$ cat src/spsf_defs.vh
// Offsets, field positions and reset values of the serial port status block
`ifndef SPSF_DEFS_VH
`define SPSF_DEFS_VH

// ----------------------------------------
// Register byte offsets
// ----------------------------------------
`define SPSF_OFF_STATUS 8'h00
`define SPSF_OFF_CTRL 8'h04
`define SPSF_OFF_TXDATA 8'h08
`define SPSF_OFF_RXDATA 8'h0C
`define SPSF_OFF_INT_STAT 8'h10
`define SPSF_OFF_INT_EN 8'h14
`define SPSF_OFF_INT_CLR 8'h18

// ----------------------------------------
// Status register fields
// ----------------------------------------
`define SPSF_ST_SMP 7
`define SPSF_ST_CKE 6
`define SPSF_ST_STOP 4
`define SPSF_ST_START 3

// ----------------------------------------
// Control register fields
// ----------------------------------------
`define SPSF_CT_EN 0
`define SPSF_CT_I2C 1
`define SPSF_CT_MASTER 2
`define SPSF_CT_CKP 3
`define SPSF_CTRL_W 4

// ----------------------------------------
// Interrupt fields
// ----------------------------------------
`define SPSF_IRQ_START 0
`define SPSF_IRQ_STOP 1
`define SPSF_IRQ_BYTE 2
`define SPSF_IRQ_W 3

// ----------------------------------------
// Reset values and counts
// ----------------------------------------
`define SPSF_RST_BYTE 8'h00
`define SPSF_RST_CTRL 4'h0
`define SPSF_RST_IRQ 3'h0
`define SPSF_BITS_LAST 3'h7
`endif

$ cat src/spsf_pin_sync.v
// Three-flop pin synchroniser with agreement filter and edge pulses
`timescale 1ns/1ns
module spsf_pin_sync
(
  // Clock and reset
  input wire ref_clk,
  input wire rst_n,
  // Pin
  input wire pin_in,
  // Filtered level and edges
  output reg level_reg,
  output reg rise_reg,
  output reg fall_reg
);
  reg s1_reg;
  reg s2_reg;
  reg s3_reg;
  reg [3:0] fill_reg;

  always @(posedge ref_clk or negedge rst_n)
  begin
    if (!rst_n)
    begin
      s1_reg <= 1'b0;
      s2_reg <= 1'b0;
      s3_reg <= 1'b0;
      fill_reg <= 4'h0;
      level_reg <= 1'b0;
      rise_reg <= 1'b0;
      fall_reg <= 1'b0;
    end
    else
    begin
      s1_reg <= pin_in;
      s2_reg <= s1_reg;
      s3_reg <= s2_reg;
      fill_reg <= {fill_reg[2:0], 1'b1};
      // A change counts once the second and third stages agree
      // No edge until the stages hold pin samples: idle-high pins show none after reset
      rise_reg <= fill_reg[3] && (s2_reg == s3_reg) && s3_reg && !level_reg;
      fall_reg <= fill_reg[3] && (s2_reg == s3_reg) && !s3_reg && level_reg;
      if (s2_reg == s3_reg)
        level_reg <= s3_reg;
    end
  end
endmodule

$ cat src/spsf_top.v
// Serial port status flags: APB registers, SPI edge control, I2C start/stop flags
//
// Summary of operation
// - Clock-edge select 1: SPI transmit bit changes on active-to-idle clock edge.
// - Clock-edge select 0: SPI transmit bit changes on idle-to-active clock edge.
// - In I2C mode clock-edge select 1 enables SMBus input thresholds, 0 disables.
// - In I2C mode start-seen sets on a start condition; reads 0 after reset.
// - Start-seen clears whenever the port-enable bit is cleared.
// - Start-seen returns to 0 once a later stop condition is seen.
// - In I2C mode stop-seen sets on a stop condition; reads 0 after reset.
`timescale 1ns/1ns
`include "spsf_defs.vh"
module spsf_top
(
  // Clock and reset
  input wire ref_clk,
  input wire rst_n,
  // APB slave
  input wire psel,
  input wire penable,
  input wire pwrite,
  input wire [7:0] paddr,
  input wire [31:0] pwdata,
  output reg [31:0] prdata,
  output reg pready,
  output reg pslverr,
  // SPI pins
  input wire sck_in,
  input wire sdi_in,
  output reg sdo_out,
  output reg sdo_oe,
  // I2C pins
  input wire scl_in,
  input wire sda_in,
  // Level and interrupt outputs
  output reg smbus_level_en,
  output reg irq
);

  // ----------------------------------------
  // Address decode
  // ----------------------------------------
  function addr_known;
    input [7:0] a;
    begin
      addr_known = (a == `SPSF_OFF_STATUS) || (a == `SPSF_OFF_CTRL) ||
        (a == `SPSF_OFF_TXDATA) || (a == `SPSF_OFF_RXDATA) ||
        (a == `SPSF_OFF_INT_STAT) || (a == `SPSF_OFF_INT_EN) ||
        (a == `SPSF_OFF_INT_CLR);
    end
  endfunction

  reg input_sample_phase_reg;
  reg clk_edge_sel_reg;
  reg start_seen_reg;
  reg stop_seen_reg;
  reg [`SPSF_CTRL_W-1:0] ctrl_reg;
  reg [7:0] tx_shift_reg;
  reg [7:0] rx_shift_reg;
  reg [7:0] rx_data_reg;
  reg [2:0] bit_cnt_reg;
  reg [`SPSF_IRQ_W-1:0] int_stat_reg;
  reg [`SPSF_IRQ_W-1:0] int_en_reg;
  reg [31:0] rd_mux;
  reg [`SPSF_IRQ_W-1:0] int_set;
  reg [`SPSF_IRQ_W-1:0] int_stat_next;

  wire sck_rise;
  wire sck_fall;
  wire sdi_lvl;
  wire scl_lvl;
  wire sda_lvl;
  wire sda_rise;
  wire sda_fall;

  // ----------------------------------------
  // Pin synchronisers
  // ----------------------------------------
  spsf_pin_sync u_sck
  (
    .ref_clk(ref_clk),
    .rst_n(rst_n),
    .pin_in(sck_in),
    .level_reg(),
    .rise_reg(sck_rise),
    .fall_reg(sck_fall)
  );

  spsf_pin_sync u_sdi
  (
    .ref_clk(ref_clk),
    .rst_n(rst_n),
    .pin_in(sdi_in),
    .level_reg(sdi_lvl),
    .rise_reg(),
    .fall_reg()
  );

  spsf_pin_sync u_scl
  (
    .ref_clk(ref_clk),
    .rst_n(rst_n),
    .pin_in(scl_in),
    .level_reg(scl_lvl),
    .rise_reg(),
    .fall_reg()
  );

  spsf_pin_sync u_sda
  (
    .ref_clk(ref_clk),
    .rst_n(rst_n),
    .pin_in(sda_in),
    .level_reg(sda_lvl),
    .rise_reg(sda_rise),
    .fall_reg(sda_fall)
  );

  // ----------------------------------------
  // Mode and edge selection
  // ----------------------------------------
  wire port_on = ctrl_reg[`SPSF_CT_EN];
  wire i2c_on = port_on && ctrl_reg[`SPSF_CT_I2C];
  wire spi_on = port_on && !ctrl_reg[`SPSF_CT_I2C];
  wire idle_hi = ctrl_reg[`SPSF_CT_CKP];
  wire to_active = idle_hi ? sck_fall : sck_rise;
  wire to_idle = idle_hi ? sck_rise : sck_fall;
  wire tx_edge = clk_edge_sel_reg ? to_idle : to_active;
  wire rx_other = clk_edge_sel_reg ? to_active : to_idle;
  wire late_smp = ctrl_reg[`SPSF_CT_MASTER] && input_sample_phase_reg;
  wire rx_edge = late_smp ? tx_edge : rx_other;
  wire start_cond = i2c_on && sda_fall && scl_lvl;
  wire stop_cond = i2c_on && sda_rise && scl_lvl;

  // ----------------------------------------
  // APB access
  // ----------------------------------------
  wire setup_ph = psel && !penable;
  wire wr_go = psel && penable && pready && pwrite && !pslverr;
  wire wr_status = wr_go && (paddr == `SPSF_OFF_STATUS);
  wire wr_ctrl = wr_go && (paddr == `SPSF_OFF_CTRL);
  wire wr_tx = wr_go && (paddr == `SPSF_OFF_TXDATA);
  wire wr_en = wr_go && (paddr == `SPSF_OFF_INT_EN);
  wire wr_clr = wr_go && (paddr == `SPSF_OFF_INT_CLR);

  always @*
  begin
    rd_mux = 32'h0000_0000;
    case (paddr)
      `SPSF_OFF_STATUS:
      begin
        rd_mux[`SPSF_ST_SMP] = input_sample_phase_reg;
        rd_mux[`SPSF_ST_CKE] = clk_edge_sel_reg;
        rd_mux[`SPSF_ST_STOP] = stop_seen_reg;
        rd_mux[`SPSF_ST_START] = start_seen_reg;
      end
      `SPSF_OFF_CTRL: rd_mux[`SPSF_CTRL_W-1:0] = ctrl_reg;
      `SPSF_OFF_TXDATA: rd_mux[7:0] = tx_shift_reg;
      `SPSF_OFF_RXDATA: rd_mux[7:0] = rx_data_reg;
      `SPSF_OFF_INT_STAT: rd_mux[`SPSF_IRQ_W-1:0] = int_stat_reg;
      `SPSF_OFF_INT_EN: rd_mux[`SPSF_IRQ_W-1:0] = int_en_reg;
      default: rd_mux = 32'h0000_0000;
    endcase
  end

  always @(posedge ref_clk or negedge rst_n)
  begin
    if (!rst_n)
    begin
      pready <= 1'b0;
      pslverr <= 1'b0;
      prdata <= 32'h0000_0000;
    end
    else
    begin
      pready <= setup_ph;
      pslverr <= setup_ph && !addr_known(paddr);
      prdata <= (setup_ph && !pwrite) ? rd_mux : 32'h0000_0000;
    end
  end

  // ----------------------------------------
  // Software fields
  // ----------------------------------------
  always @(posedge ref_clk or negedge rst_n)
  begin
    if (!rst_n)
    begin
      input_sample_phase_reg <= 1'b0;
      clk_edge_sel_reg <= 1'b0;
      ctrl_reg <= `SPSF_RST_CTRL;
      int_en_reg <= `SPSF_RST_IRQ;
    end
    else
    begin
      if (wr_status)
      begin
        input_sample_phase_reg <= pwdata[`SPSF_ST_SMP];
        clk_edge_sel_reg <= pwdata[`SPSF_ST_CKE];
      end
      if (wr_ctrl)
        ctrl_reg <= pwdata[`SPSF_CTRL_W-1:0];
      if (wr_en)
        int_en_reg <= pwdata[`SPSF_IRQ_W-1:0];
    end
  end

  // ----------------------------------------
  // I2C start and stop flags
  // ----------------------------------------
  always @(posedge ref_clk or negedge rst_n)
  begin
    if (!rst_n)
    begin
      start_seen_reg <= 1'b0;
      stop_seen_reg <= 1'b0;
    end
    else if (!port_on)
    begin
      start_seen_reg <= 1'b0;
      stop_seen_reg <= 1'b0;
    end
    else if (start_cond)
    begin
      start_seen_reg <= 1'b1;
      stop_seen_reg <= 1'b0;
    end
    else if (stop_cond)
    begin
      start_seen_reg <= 1'b0;
      stop_seen_reg <= 1'b1;
    end
  end

  // SMBus thresholds follow the edge select bit only in I2C mode
  always @(posedge ref_clk or negedge rst_n)
  begin
    if (!rst_n)
      smbus_level_en <= 1'b0;
    else
      smbus_level_en <= i2c_on && clk_edge_sel_reg;
  end

  // ----------------------------------------
  // SPI shifter
  // ----------------------------------------
  wire byte_done = spi_on && rx_edge && (bit_cnt_reg == `SPSF_BITS_LAST);

  always @(posedge ref_clk or negedge rst_n)
  begin
    if (!rst_n)
    begin
      tx_shift_reg <= `SPSF_RST_BYTE;
      rx_shift_reg <= `SPSF_RST_BYTE;
      rx_data_reg <= `SPSF_RST_BYTE;
      bit_cnt_reg <= 3'h0;
      sdo_out <= 1'b0;
      sdo_oe <= 1'b0;
    end
    else
    begin
      sdo_oe <= spi_on;
      if (!spi_on)
        bit_cnt_reg <= 3'h0;
      if (wr_tx)
      begin
        bit_cnt_reg <= 3'h0;
        // First bit must lead the first idle-to-active edge
        if (clk_edge_sel_reg)
        begin
          sdo_out <= pwdata[7];
          tx_shift_reg <= {pwdata[6:0], 1'b0};
        end
        else
          tx_shift_reg <= pwdata[7:0];
      end
      else if (spi_on && tx_edge)
      begin
        sdo_out <= tx_shift_reg[7];
        tx_shift_reg <= {tx_shift_reg[6:0], 1'b0};
      end
      if (spi_on && rx_edge && !wr_tx)
      begin
        rx_shift_reg <= {rx_shift_reg[6:0], sdi_lvl};
        bit_cnt_reg <= bit_cnt_reg + 3'h1;
        if (byte_done)
          rx_data_reg <= {rx_shift_reg[6:0], sdi_lvl};
      end
    end
  end

  // ----------------------------------------
  // Interrupts
  // ----------------------------------------
  always @*
  begin
    int_set = `SPSF_RST_IRQ;
    int_set[`SPSF_IRQ_START] = start_cond;
    int_set[`SPSF_IRQ_STOP] = stop_cond;
    int_set[`SPSF_IRQ_BYTE] = byte_done && !wr_tx;
    // Set wins over a clear in the same cycle
    int_stat_next = int_stat_reg;
    if (wr_clr)
      int_stat_next = int_stat_reg & ~pwdata[`SPSF_IRQ_W-1:0];
    int_stat_next = int_stat_next | int_set;
  end

  always @(posedge ref_clk or negedge rst_n)
  begin
    if (!rst_n)
    begin
      int_stat_reg <= `SPSF_RST_IRQ;
      irq <= 1'b0;
    end
    else
    begin
      int_stat_reg <= int_stat_next;
      irq <= |(int_stat_reg & int_en_reg);
    end
  end

endmodule

$ cat config.mk
export PLATFORM = sky130hd
export DESIGN_NAME = spsf_top
export DESIGN_NICKNAME = d
export VERILOG_FILES = /design/src/spsf_pin_sync.v /design/src/spsf_top.v
export VERILOG_INCLUDE_DIRS = /design/src
export SDC_FILE = /design/constraint.sdc
export NUM_CORES = 1
export LEC_CHECK = 0
export BUFFER_PORTS_ARGS = -buffer_cell sky130_fd_sc_hd__buf_2
export CORE_ASPECT_RATIO = 0.6
export CORE_MARGIN = 1
export CORE_UTILIZATION = 49
export CTS_CLUSTER_SIZE = 40
export DETAILED_ROUTE_END_ITERATION = 7
export GPL_ROUTABILITY_DRIVEN = 0
export PLACE_DENSITY = 0.82
export SYNTH_ARGS = -nofsm -noshare
export SYNTH_HDL_FRONTEND = slang
export SYNTH_SLANG_ARGS = --single-unit
$ cat constraint.sdc
create_clock -name ref_clk -period 3.9 [get_ports ref_clk]
set_input_delay 0.39 -clock ref_clk [delete_from_list [all_inputs] [get_ports ref_clk]]
set_output_delay 0.39 -clock ref_clk [all_outputs]
set_load 0.1 [all_outputs]
==> impl_results.md, run 1 <==
- DIE WIDTH: 110 um
- Grt ovf: 0
- Minimum clock period after layout: 2.25 ns
- DR DRC count: 0
- First-pass GRT wire length: 9.77 mm
- Vias in the first global route: 1,936
- Area grow syn2layout: 13.5%
- Crit share post-route: 57.6%
- Vias/cell: 5.26
- Total power draw: 1.80 mW
- Final Hold Fails: 0
- Maximum vdd ir drop: 0.339 mV
- Row cnt: 23
- LEAKAGE: 1.93 nW
- Share of cells above drive strength 1: 26.9%
- Nets@finish: 372
- Cts hold-fix bufs: 0
- Met3 GRT Util: 7.63%
- Seq/Total Area, Yosys: 56.8%
- Synth Flop Type: dfrtp_1
- Worst Hold Launch: sda_in
- Total GRT Usage: 19.0%
- Final core utilization: 58.0%
- Hold Path Class: in -> reg
- Post-synth ARST share: 100%
- Max-slew violations: 0
- Final Skew: 0.00421 ns
- Design area: 3900 um2
- Critical Path AT: 2.47 ns
- Largest net degree at the start of global routing: 79
- Antenna violations before repair: 0
- Max_cap viols: 0
- Post-route insts no fill: 411
- Total iterations of the first detailed-routing run: 4
- Top Usage Layer GRT: met1
- Critical Path RT: 4.12 ns
- Final WL: 6.29 mm
- CP Launch Type: flop
- Post-CTS setup buffers: 0
- Inst Count DP: 397
- Htree depth: 3
- Crit path capture type: flop
- GR Layer Usage met2: 24.8%
- Outcome: finished, final reports clean
- Initial DRC count: 80
- Detailed Place HPWL: 4.36 mm
- CP startpoint: clk_edge_sel_reg
- Clk pin slew, worst setup/hold paths: 0.06 ns
- Mapped cell area: 3440 um2
- Vias: 2,161
- Setup Viol. Count Final: 0
- # resized after CTS: 0
- Worst R2R Start: clk_edge_sel_reg
- Diode count: 0
- Core area: 6730 um2
- Yosys Warn Count: 0
- Port Buffers: 38
- Synthesized area per cell: 12.3 um2
- M1 GR Usage: 27.4%
- Post-synthesis register bit count: 78
- Synth cell types: 49
- Worst-Margin Slew: 0.942 ns
- Num CTS Buffers: 9
- Post-synth EDFFs: 0
- CP Max Fanout: 18
- RSZ-0062 raised after global routing: false
- Clock Latency Late Sink: 0.34 ns
- Die area: 7370 um2
- Drt wl/cell: 15.3 um
- I/O pin count: 87
- Clock Tree Root: clkbuf_16
- Max frequency: 445 MHz
- TritonCTS Sinks: 78
- DIE HEIGHT: 66.9 um
- Crit path kind: reg -> reg
- Rel. slew slack: 37.2%
- PwrDens: 461 nW/um2
- Setup TNS: 0 ns
- Antenna Nets Post-Route: 0
- CTS tree: built
- Initial Util: 51.1%
- Max clock buf depth: 2
- Placed cell area: 3620 um2
- Cells after Synth: 279
## where the power goes
part           internal, mW  switching, mW
clock                 0.484          0.306
sequential            0.826        0.00956
combinational        0.0236          0.152
## path summary, 6_finish.rpt
path / endpoint / slack (ns) / cells after the start
setup / recovery: rx_data_reg[6] / 1.65 / 6
hold / removal: u_sda.s1_reg / 0.16 / 1
min in group asynchronous: prdata[7] / 0.20 / 1
max in group asynchronous: u_sdi.s2_reg / 3.09 / 1
setup reg to reg: rx_data_reg[6] / 1.65 / 6
hold reg to reg: u_sda.s2_reg / 0.35 / 0
## per-stage QoR
| stage | hold slack, ns | worst slack, ns |
|---|---|---|
| floorplan | 0.0944 | 1.70 |
| global placement | 0.333 | 1.41 |
| detailed placement | 0.335 | 1.35 |
| CTS | 0.141 | 1.65 |
| global route | 0.141 | 1.53 |
| finish | 0.158 | 1.65 |
## synthesized netlist by cell type (4+ instances only)
cell type	count	area [um2]
mux2i_1	17	170
nand2_1	19	71.3
buf_4	24	180
nor3_1	4	20.0
mux2_2	26	293
a31oi_1	5	31.3
a21oi_1	7	35.0
and2b_1	5	37.5
dfrtp_1	78	1950
nand4_1	6	37.5
a211oi_1	8	60.1
inv_1	4	15.0
maj3_1	4	40.0
nor2_1	15	56.3
## layer usage
metal | vias to the layer above | part of all wire [%]
met3 | 8 | 6.2
li1 | 1023 | -
met5 | - | 0
met4 | 0 | 1.5
met2 | 58 | 42
met1 | 1072 | 50
## final cells by class
type                            instances  area [um2]
Clock buffer                            9         225
Clock inverter                          5        52.6
Fill cell                             548        2830
Inverter                                4        15.0
Multi-Input combinational cell        187        1330
Sequential cell                        78        1950
Tap cell                               87         109
Timing Repair Buffer                   41         215
## layout by cell type, fill, tap and decap left out, types with 5 or more instances in the layout
cell,synthesis,routed
mux2_2,26,26
nor2_1,15,15
mux2i_1,17,17
nand2_1,19,19
conb_1,2,25
a21oi_1,7,7
dfrtp_1,78,78
a211oi_1,8,8
a31oi_1,5,5
nand4_1,6,6
clkbuf_16,0,9
buf_2,2,37
and2b_1,5,5
## cell families (layout without fill, tap and decap cells)
kind of cell,after synthesis,in the layout,synth area share (%)
adder cells (fa/ha/maj),6,6,1.89
flip-flops,78,78,56.8
buffers and inverters,37,59,6.95
other,2,25,0.218
AO/OA/AOI/OAI,37,37,7.53
AND/OR/NAND/NOR,72,72,11.8
XOR/XNOR,3,3,0.983
multiplexers,44,44,13.9
## worst max-delay path, stage by stage, from the launching register on
cell	delay (ns)
dfrtp_1	0.35
buf_4	0.20
xor2_2	0.21
xnor2_1	0.24
mux2i_2	0.19
nor3b_4	0.54
mux2_2	0.40
Note: power is estimated with default switching activity, not from simulation.
==> inputs of run 2 (changes only) <==
- clock period: 3.9 -> 2.2 ns (I/O delays scaled with it)
==> run 2 against run 1 <==
- first-iteration DRC count rose by 140%
- maximum frequency rose by 7.6%
- sequential power rose by 77%
- highest routed layer unchanged
- largest power group unchanged
- final area rose by 3.4%
==> impl_results.md, run 2 (synthesis gave the netlist of run 1 again) <==
- Outcome: finished, final reports clean
- TritonCTS Sinks: 78
- Crit share post-route: 94.9%
- Detailed Place HPWL: 4.77 mm
- Clk pin slew, worst setup/hold paths: 0.06 ns
- Minimum clock period after layout: 2.09 ns
- Critical Path AT: 2.31 ns
- Max-slew violations: 0
- Critical Path RT: 2.42 ns
- Diode count: 0
- Most frequent cells in the layout: dfrtp_1, buf_2, mux2_2, conb_1, nand2_1
- Vias/cell: 5.33
- Post-CTS setup buffers: 0
- Crit-path cells: xor2_2, xnor2_1, mux2i_2, nor3b_4, mux2_2
- Max_cap viols: 0
- RSZ-0062 raised after global routing: false
- FF+latch area: 1950 um2
- Setup TNS: 0 ns
- DIE WIDTH: 110 um
- Crit path to: rx_data_reg[5]
- Crit path capture type: flop
- Top delay family on crit path: multiplexers
- Vias: 2,277
- # resized after CTS: 0
- Total iterations of the first detailed-routing run: 4
- Nets@finish: 386
- PwrDens: 788 nW/um2
- CP Max Fanout: 9
- Clock Latency Late Sink: 0.34 ns
- CP Launch Type: flop
- Max clock buf depth: 2
- Die area: 7370 um2
- Vias in the first global route: 2,183
- Setup Viol. Count Final: 0
- WP depth: 5
- Core area: 6730 um2
- Drt wl/cell: 15.7 um
- Clock Tree Root: clkbuf_16
- Most common cell after layout, fill and taps aside: dfrtp_1
- CP bufs+invs: 0
- Final Hold Fails: 0
- Maximum vdd ir drop: 0.599 mV
- I/O pin count: 87
- Post-route worst setup slack: 0.113 ns
- CP max stage delay: 0.52 ns
- CP startpoint: clk_edge_sel_reg
- FF-to-FF End: rx_data_reg[5]
- Share of cells above drive strength 1: 28.8%
- Filler cells: 542
- Antenna violations before repair: 0
- Final WL: 6.71 mm
- Row cnt: 23
- Hold Path Class: in -> reg
- Initial Util: 51.1%
- Initial DRC count: 188
- LEAKAGE: 1.98 nW
- Slowest-stage cell, CP: nor3b_4
- DR DRC count: 0
- DIE HEIGHT: 66.9 um
- Antenna Nets Post-Route: 0
- Crit path kind: reg -> reg
- Num CTS Buffers: 9
- Total GRT Usage: 20.2%
- Grt ovf: 0
- Reg-to-reg slack, setup: 0.11 ns
- Htree depth: 3
- Area grow syn2layout: 17.3%
- CTS tree: built
- First-pass GRT wire length: 10.6 mm
- Max frequency: 479 MHz
- Rel. slew slack: 61.9%
- Worst-Margin Slew: 0.571 ns
- Port Buffers: 38
- Worst R2R Start: clk_edge_sel_reg
- Multi-input logic area: 1330 um2
- Cts hold-fix bufs: 5
- Placement Setup Slack: 0.149 ns
- Reg2reg path depth: 5
- Final Skew: 0.00754 ns
- Largest net degree at the start of global routing: 46
[run 2: changes by cell type in the layout (fill, tap and decap cells not counted), moves of 2 or more]
cell and delta:
clkinvlp_4 +3, buf_4 +8, clkinv_2 -2, dlygate4sd3_1 +5
[run 2: worst min-delay path by stage]
stage              start               end  slack, ns  depth (start not counted)
5_1_grt        pwdata[6]  clk_edge_sel_reg       0.15                          3
3_3_place_gp       rst_n         prdata[6]       0.25                          1
6_report       pwdata[6]  clk_edge_sel_reg       0.13                          3
4_1_cts        pwdata[6]  clk_edge_sel_reg       0.13                          3
2_1_floorplan      rst_n    bit_cnt_reg[0]      -0.08                          0
3_5_place_dp       rst_n         prdata[6]       0.26                          1
[run 2: metal layers]
layer / vias to the layer above / track usage, % / share of wire (%) / routed length, um
li1: 1054 / - / - / -
met1: 1120 / 28.4 / 47 / 3170
met2: 92 / 28.0 / 43 / 2870
met3: 11 / 6.65 / 8.2 / 550
met4: 0 / 9.21 / 1.8 / 119
met5: - / 0 / 0 / 0
[run 2: final cells by class]
| class | instances | area share (%) |
|---|---|---|
| well taps | 87 | 2.70 |
| clock buffers | 11 | 6.02 |
| inverters | 4 | 0.372 |
| multi-input cells | 187 | 33.1 |
| clock inverters | 5 | 0.868 |
| repair buffers | 55 | 8.56 |
| flip-flops and latches | 78 | 48.4 |
[run 2: through the flow]
stage,hold slack [ns],instances,utilization (%),total power [mW],cell area (um2)
after detailed placement,0.262,406,55.0,1.83,3710
after global placement,0.251,406,55.0,1.82,3710
after global routing,0.149,427,59.9,3.28,4030
after CTS,0.130,427,59.9,3.21,4030
after floorplan,-0.0756,302,-,1.78,3530
final,0.134,427,59.9,3.18,4030
[run 2: where the power goes]
group | switching [mW] | internal [mW] | total, mW
sequential | 0.0176 | 1.46 | 1.48
combinational | 0.273 | 0.0577 | 0.331
clock | 0.577 | 0.791 | 1.37
[run 2: worst reg2reg max path, cell delays in order (launching register included)]
cell and delay (ns):
dfrtp_1 0.42, xor2_2 0.21, xnor2_1 0.26, mux2i_2 0.15
nor3b_4 0.52, mux2_2 0.41
==> inputs of run 3 (changes only) <==
- CORE_UTILIZATION: 49 -> 40
- CTS_BUF_LIST: unset -> sky130_fd_sc_hd__clkbuf_16
- PLACE_DENSITY: 0.82 -> 0.7
==> run 3 against run 2 <==
- final area grew 1.4%
- first-iteration DRC count is 28% lower
- die area up 22%
- critical path type unchanged
- critical endpoint is now rx_data_reg[4]
- largest power group is now the clock network
==> impl_results.md, run 3 (synthesis gave the netlist of run 1 again) <==
- Vias: 2,210
- Area grow syn2layout: 18.9%
- Outcome: finished, final reports clean
- Pint: 2.50 mW
- DR DRC count: 0
- Hold Path Class: in -> reg
- Final Hold Fails: 0
- Htree depth: 3
- Worst-Margin Slew: 0.600 ns
- Critical Path AT: 2.29 ns
- Worst R2R Start: clk_edge_sel_reg
- Final WL: 6.71 mm
- Die area: 8980 um2
- Setup TNS: 0 ns
- Multi-input logic area: 1330 um2
- # resized after CTS: 0
- Hold Path Stages: 3
- P_sw: 0.851 mW
- Inst Count DP: 426
- DIE HEIGHT: 73.8 um
- Crit share post-route: 94.1%
- CP max stage delay: 0.49 ns
- Core area: 8100 um2
- Grt ovf: 0
- Crit-path cells: xor2_2, xnor2_1, mux2i_2, nor3b_4, mux2_2
- Antenna violations before repair: 0
- DIE WIDTH: 122 um
- Worst Hold Launch: pwdata[6]
- Port Buffers: 38
- Antenna Nets Post-Route: 0
- Rel. slew slack: 60.0%
- Vias/cell: 4.94
- Initial DRC count: 135
- Drt wl/cell: 15.0 um
- Critical Path RT: 2.42 ns
- FF-to-FF End: rx_data_reg[4]
- Share of cells above drive strength 1: 28.6%
- RSZ-0062 raised after global routing: false
- CP Launch Type: flop
- Vias in the first global route: 2,099
- Diode count: 0
- First-pass GRT wire length: 10.8 mm
- Initial Util: 42.4%
- Total GRT Usage: 16.9%
- LEAKAGE: 2.00 nW
- CP Max Fanout: 9
- Reg2reg path depth: 5
- Max frequency: 483 MHz
- Filler cells: 710
- Largest net degree at the start of global routing: 47
- FF+latch area: 1950 um2
- Combinational power share: 9.8%
- Most frequent cells in the layout: dfrtp_1, buf_2, mux2_2, conb_1, nand2_1
- CTS tree: built
- PwrDens: 820 nW/um2
- Clk pin slew, worst setup/hold paths: 0.06 ns
- Post-route insts no fill: 447
- CP startpoint: clk_edge_sel_reg
- Minimum clock period after layout: 2.07 ns
- I/O pin count: 87
- Nets@finish: 385
- WHS Endpoint: clk_edge_sel_reg
- Max_cap viols: 0
- Register share of total power: 44.1%
- Total iterations of the first detailed-routing run: 4
- Crit path kind: reg -> reg
- Max clock buf depth: 2
- Final Skew: 0.00654 ns
- Row cnt: 25
- Max-slew violations: 0
- Clock Tree Root: clkbuf_16
- TritonCTS Sinks: 78
- Most common cell after layout, fill and taps aside: dfrtp_1
- Clock Latency Late Sink: 0.34 ns
- Post-CTS setup buffers: 0
- Clock power frac: 46.0%
- Maximum vdd ir drop: 0.467 mV
- Sw frac: 25.4%
- Crit path capture type: flop
- Reg-to-reg slack, setup: 0.13 ns
- Slowest-stage cell, CP: nor3b_4
- Detailed Place HPWL: 4.78 mm
- Setup Viol. Count Final: 0
- Num CTS Buffers: 9
-- run 3: worst max-delay path by stage --
stage	end	cells after the start
6_report	rx_data_reg[4]	5
5_1_grt	rx_data_reg[4]	5
4_1_cts	rx_data_reg[4]	5
3_5_place_dp	rx_data_reg[2]	5
3_3_place_gp	rx_data_reg[4]	5
2_1_floorplan	rx_data_reg[0]	4
-- run 3: critical path, delay by kind of cell (launching register included) --
kind             cells  cell delay, ns
flip-flops           1            0.42
AND/OR/NAND/NOR      1            0.49
multiplexers         2            0.63
XOR/XNOR             2            0.41
-- run 3: final cells by class --
type                    instances  area share (%)
clock buffers                   9            5.51
clock inverters                 7            2.17
inverters                       4           0.367
multi-input cells             187            32.6
flip-flops and latches         78            47.8
well taps                     108            3.30
repair buffers                 54            8.26
-- run 3: power by group through the flow --
stage                     clock network, mW  logic [mW]  registers, mW
after floorplan                           0       0.259           1.52
after global placement                    0       0.320           1.50
after detailed placement                  0       0.323           1.51
after CTS                              1.59       0.330           1.48
after global routing                   1.65       0.349           1.48
final                                  1.54       0.329           1.48
-- run 3: through the flow --
| step | util (%) | total power, mW | hold slack (ns) | worst slack, ns | instance area (um2) |
|---|---|---|---|---|---|
| 2_1_floorplan | - | 1.78 | -0.0756 | 0.0132 | 3530 |
| 3_3_place_gp | 46.0 | 1.83 | 0.265 | 0.129 | 3720 |
| 4_1_cts | 50.5 | 3.40 | 0.132 | 0.105 | 4090 |
| 6_report | 50.5 | 3.35 | 0.144 | 0.131 | 4090 |
| 3_5_place_dp | 46.0 | 1.83 | 0.271 | 0.151 | 3720 |
| 5_1_grt | 50.5 | 3.48 | 0.157 | 0.0166 | 4090 |
-- run 3: what timing repair did --
action | 4_1_cts | 5_1_grt
setup endpoints to repair | 0 | 2
hold buffers | 5 | 0
hold endpoints to repair | 49 | 0
-- run 3: per-layer routing --
| metal | vias up | GRT usage [%] | share of wire, % |
|---|---|---|---|
| met2 | 60 | 23.2 | 42 |
| met3 | 9 | 6.06 | 6.7 |
| li1 | 1055 | - | - |
| met1 | 1086 | 24.0 | 50 |
| met4 | 0 | 6.58 | 1.3 |
| met5 | - | 0 | 0 |
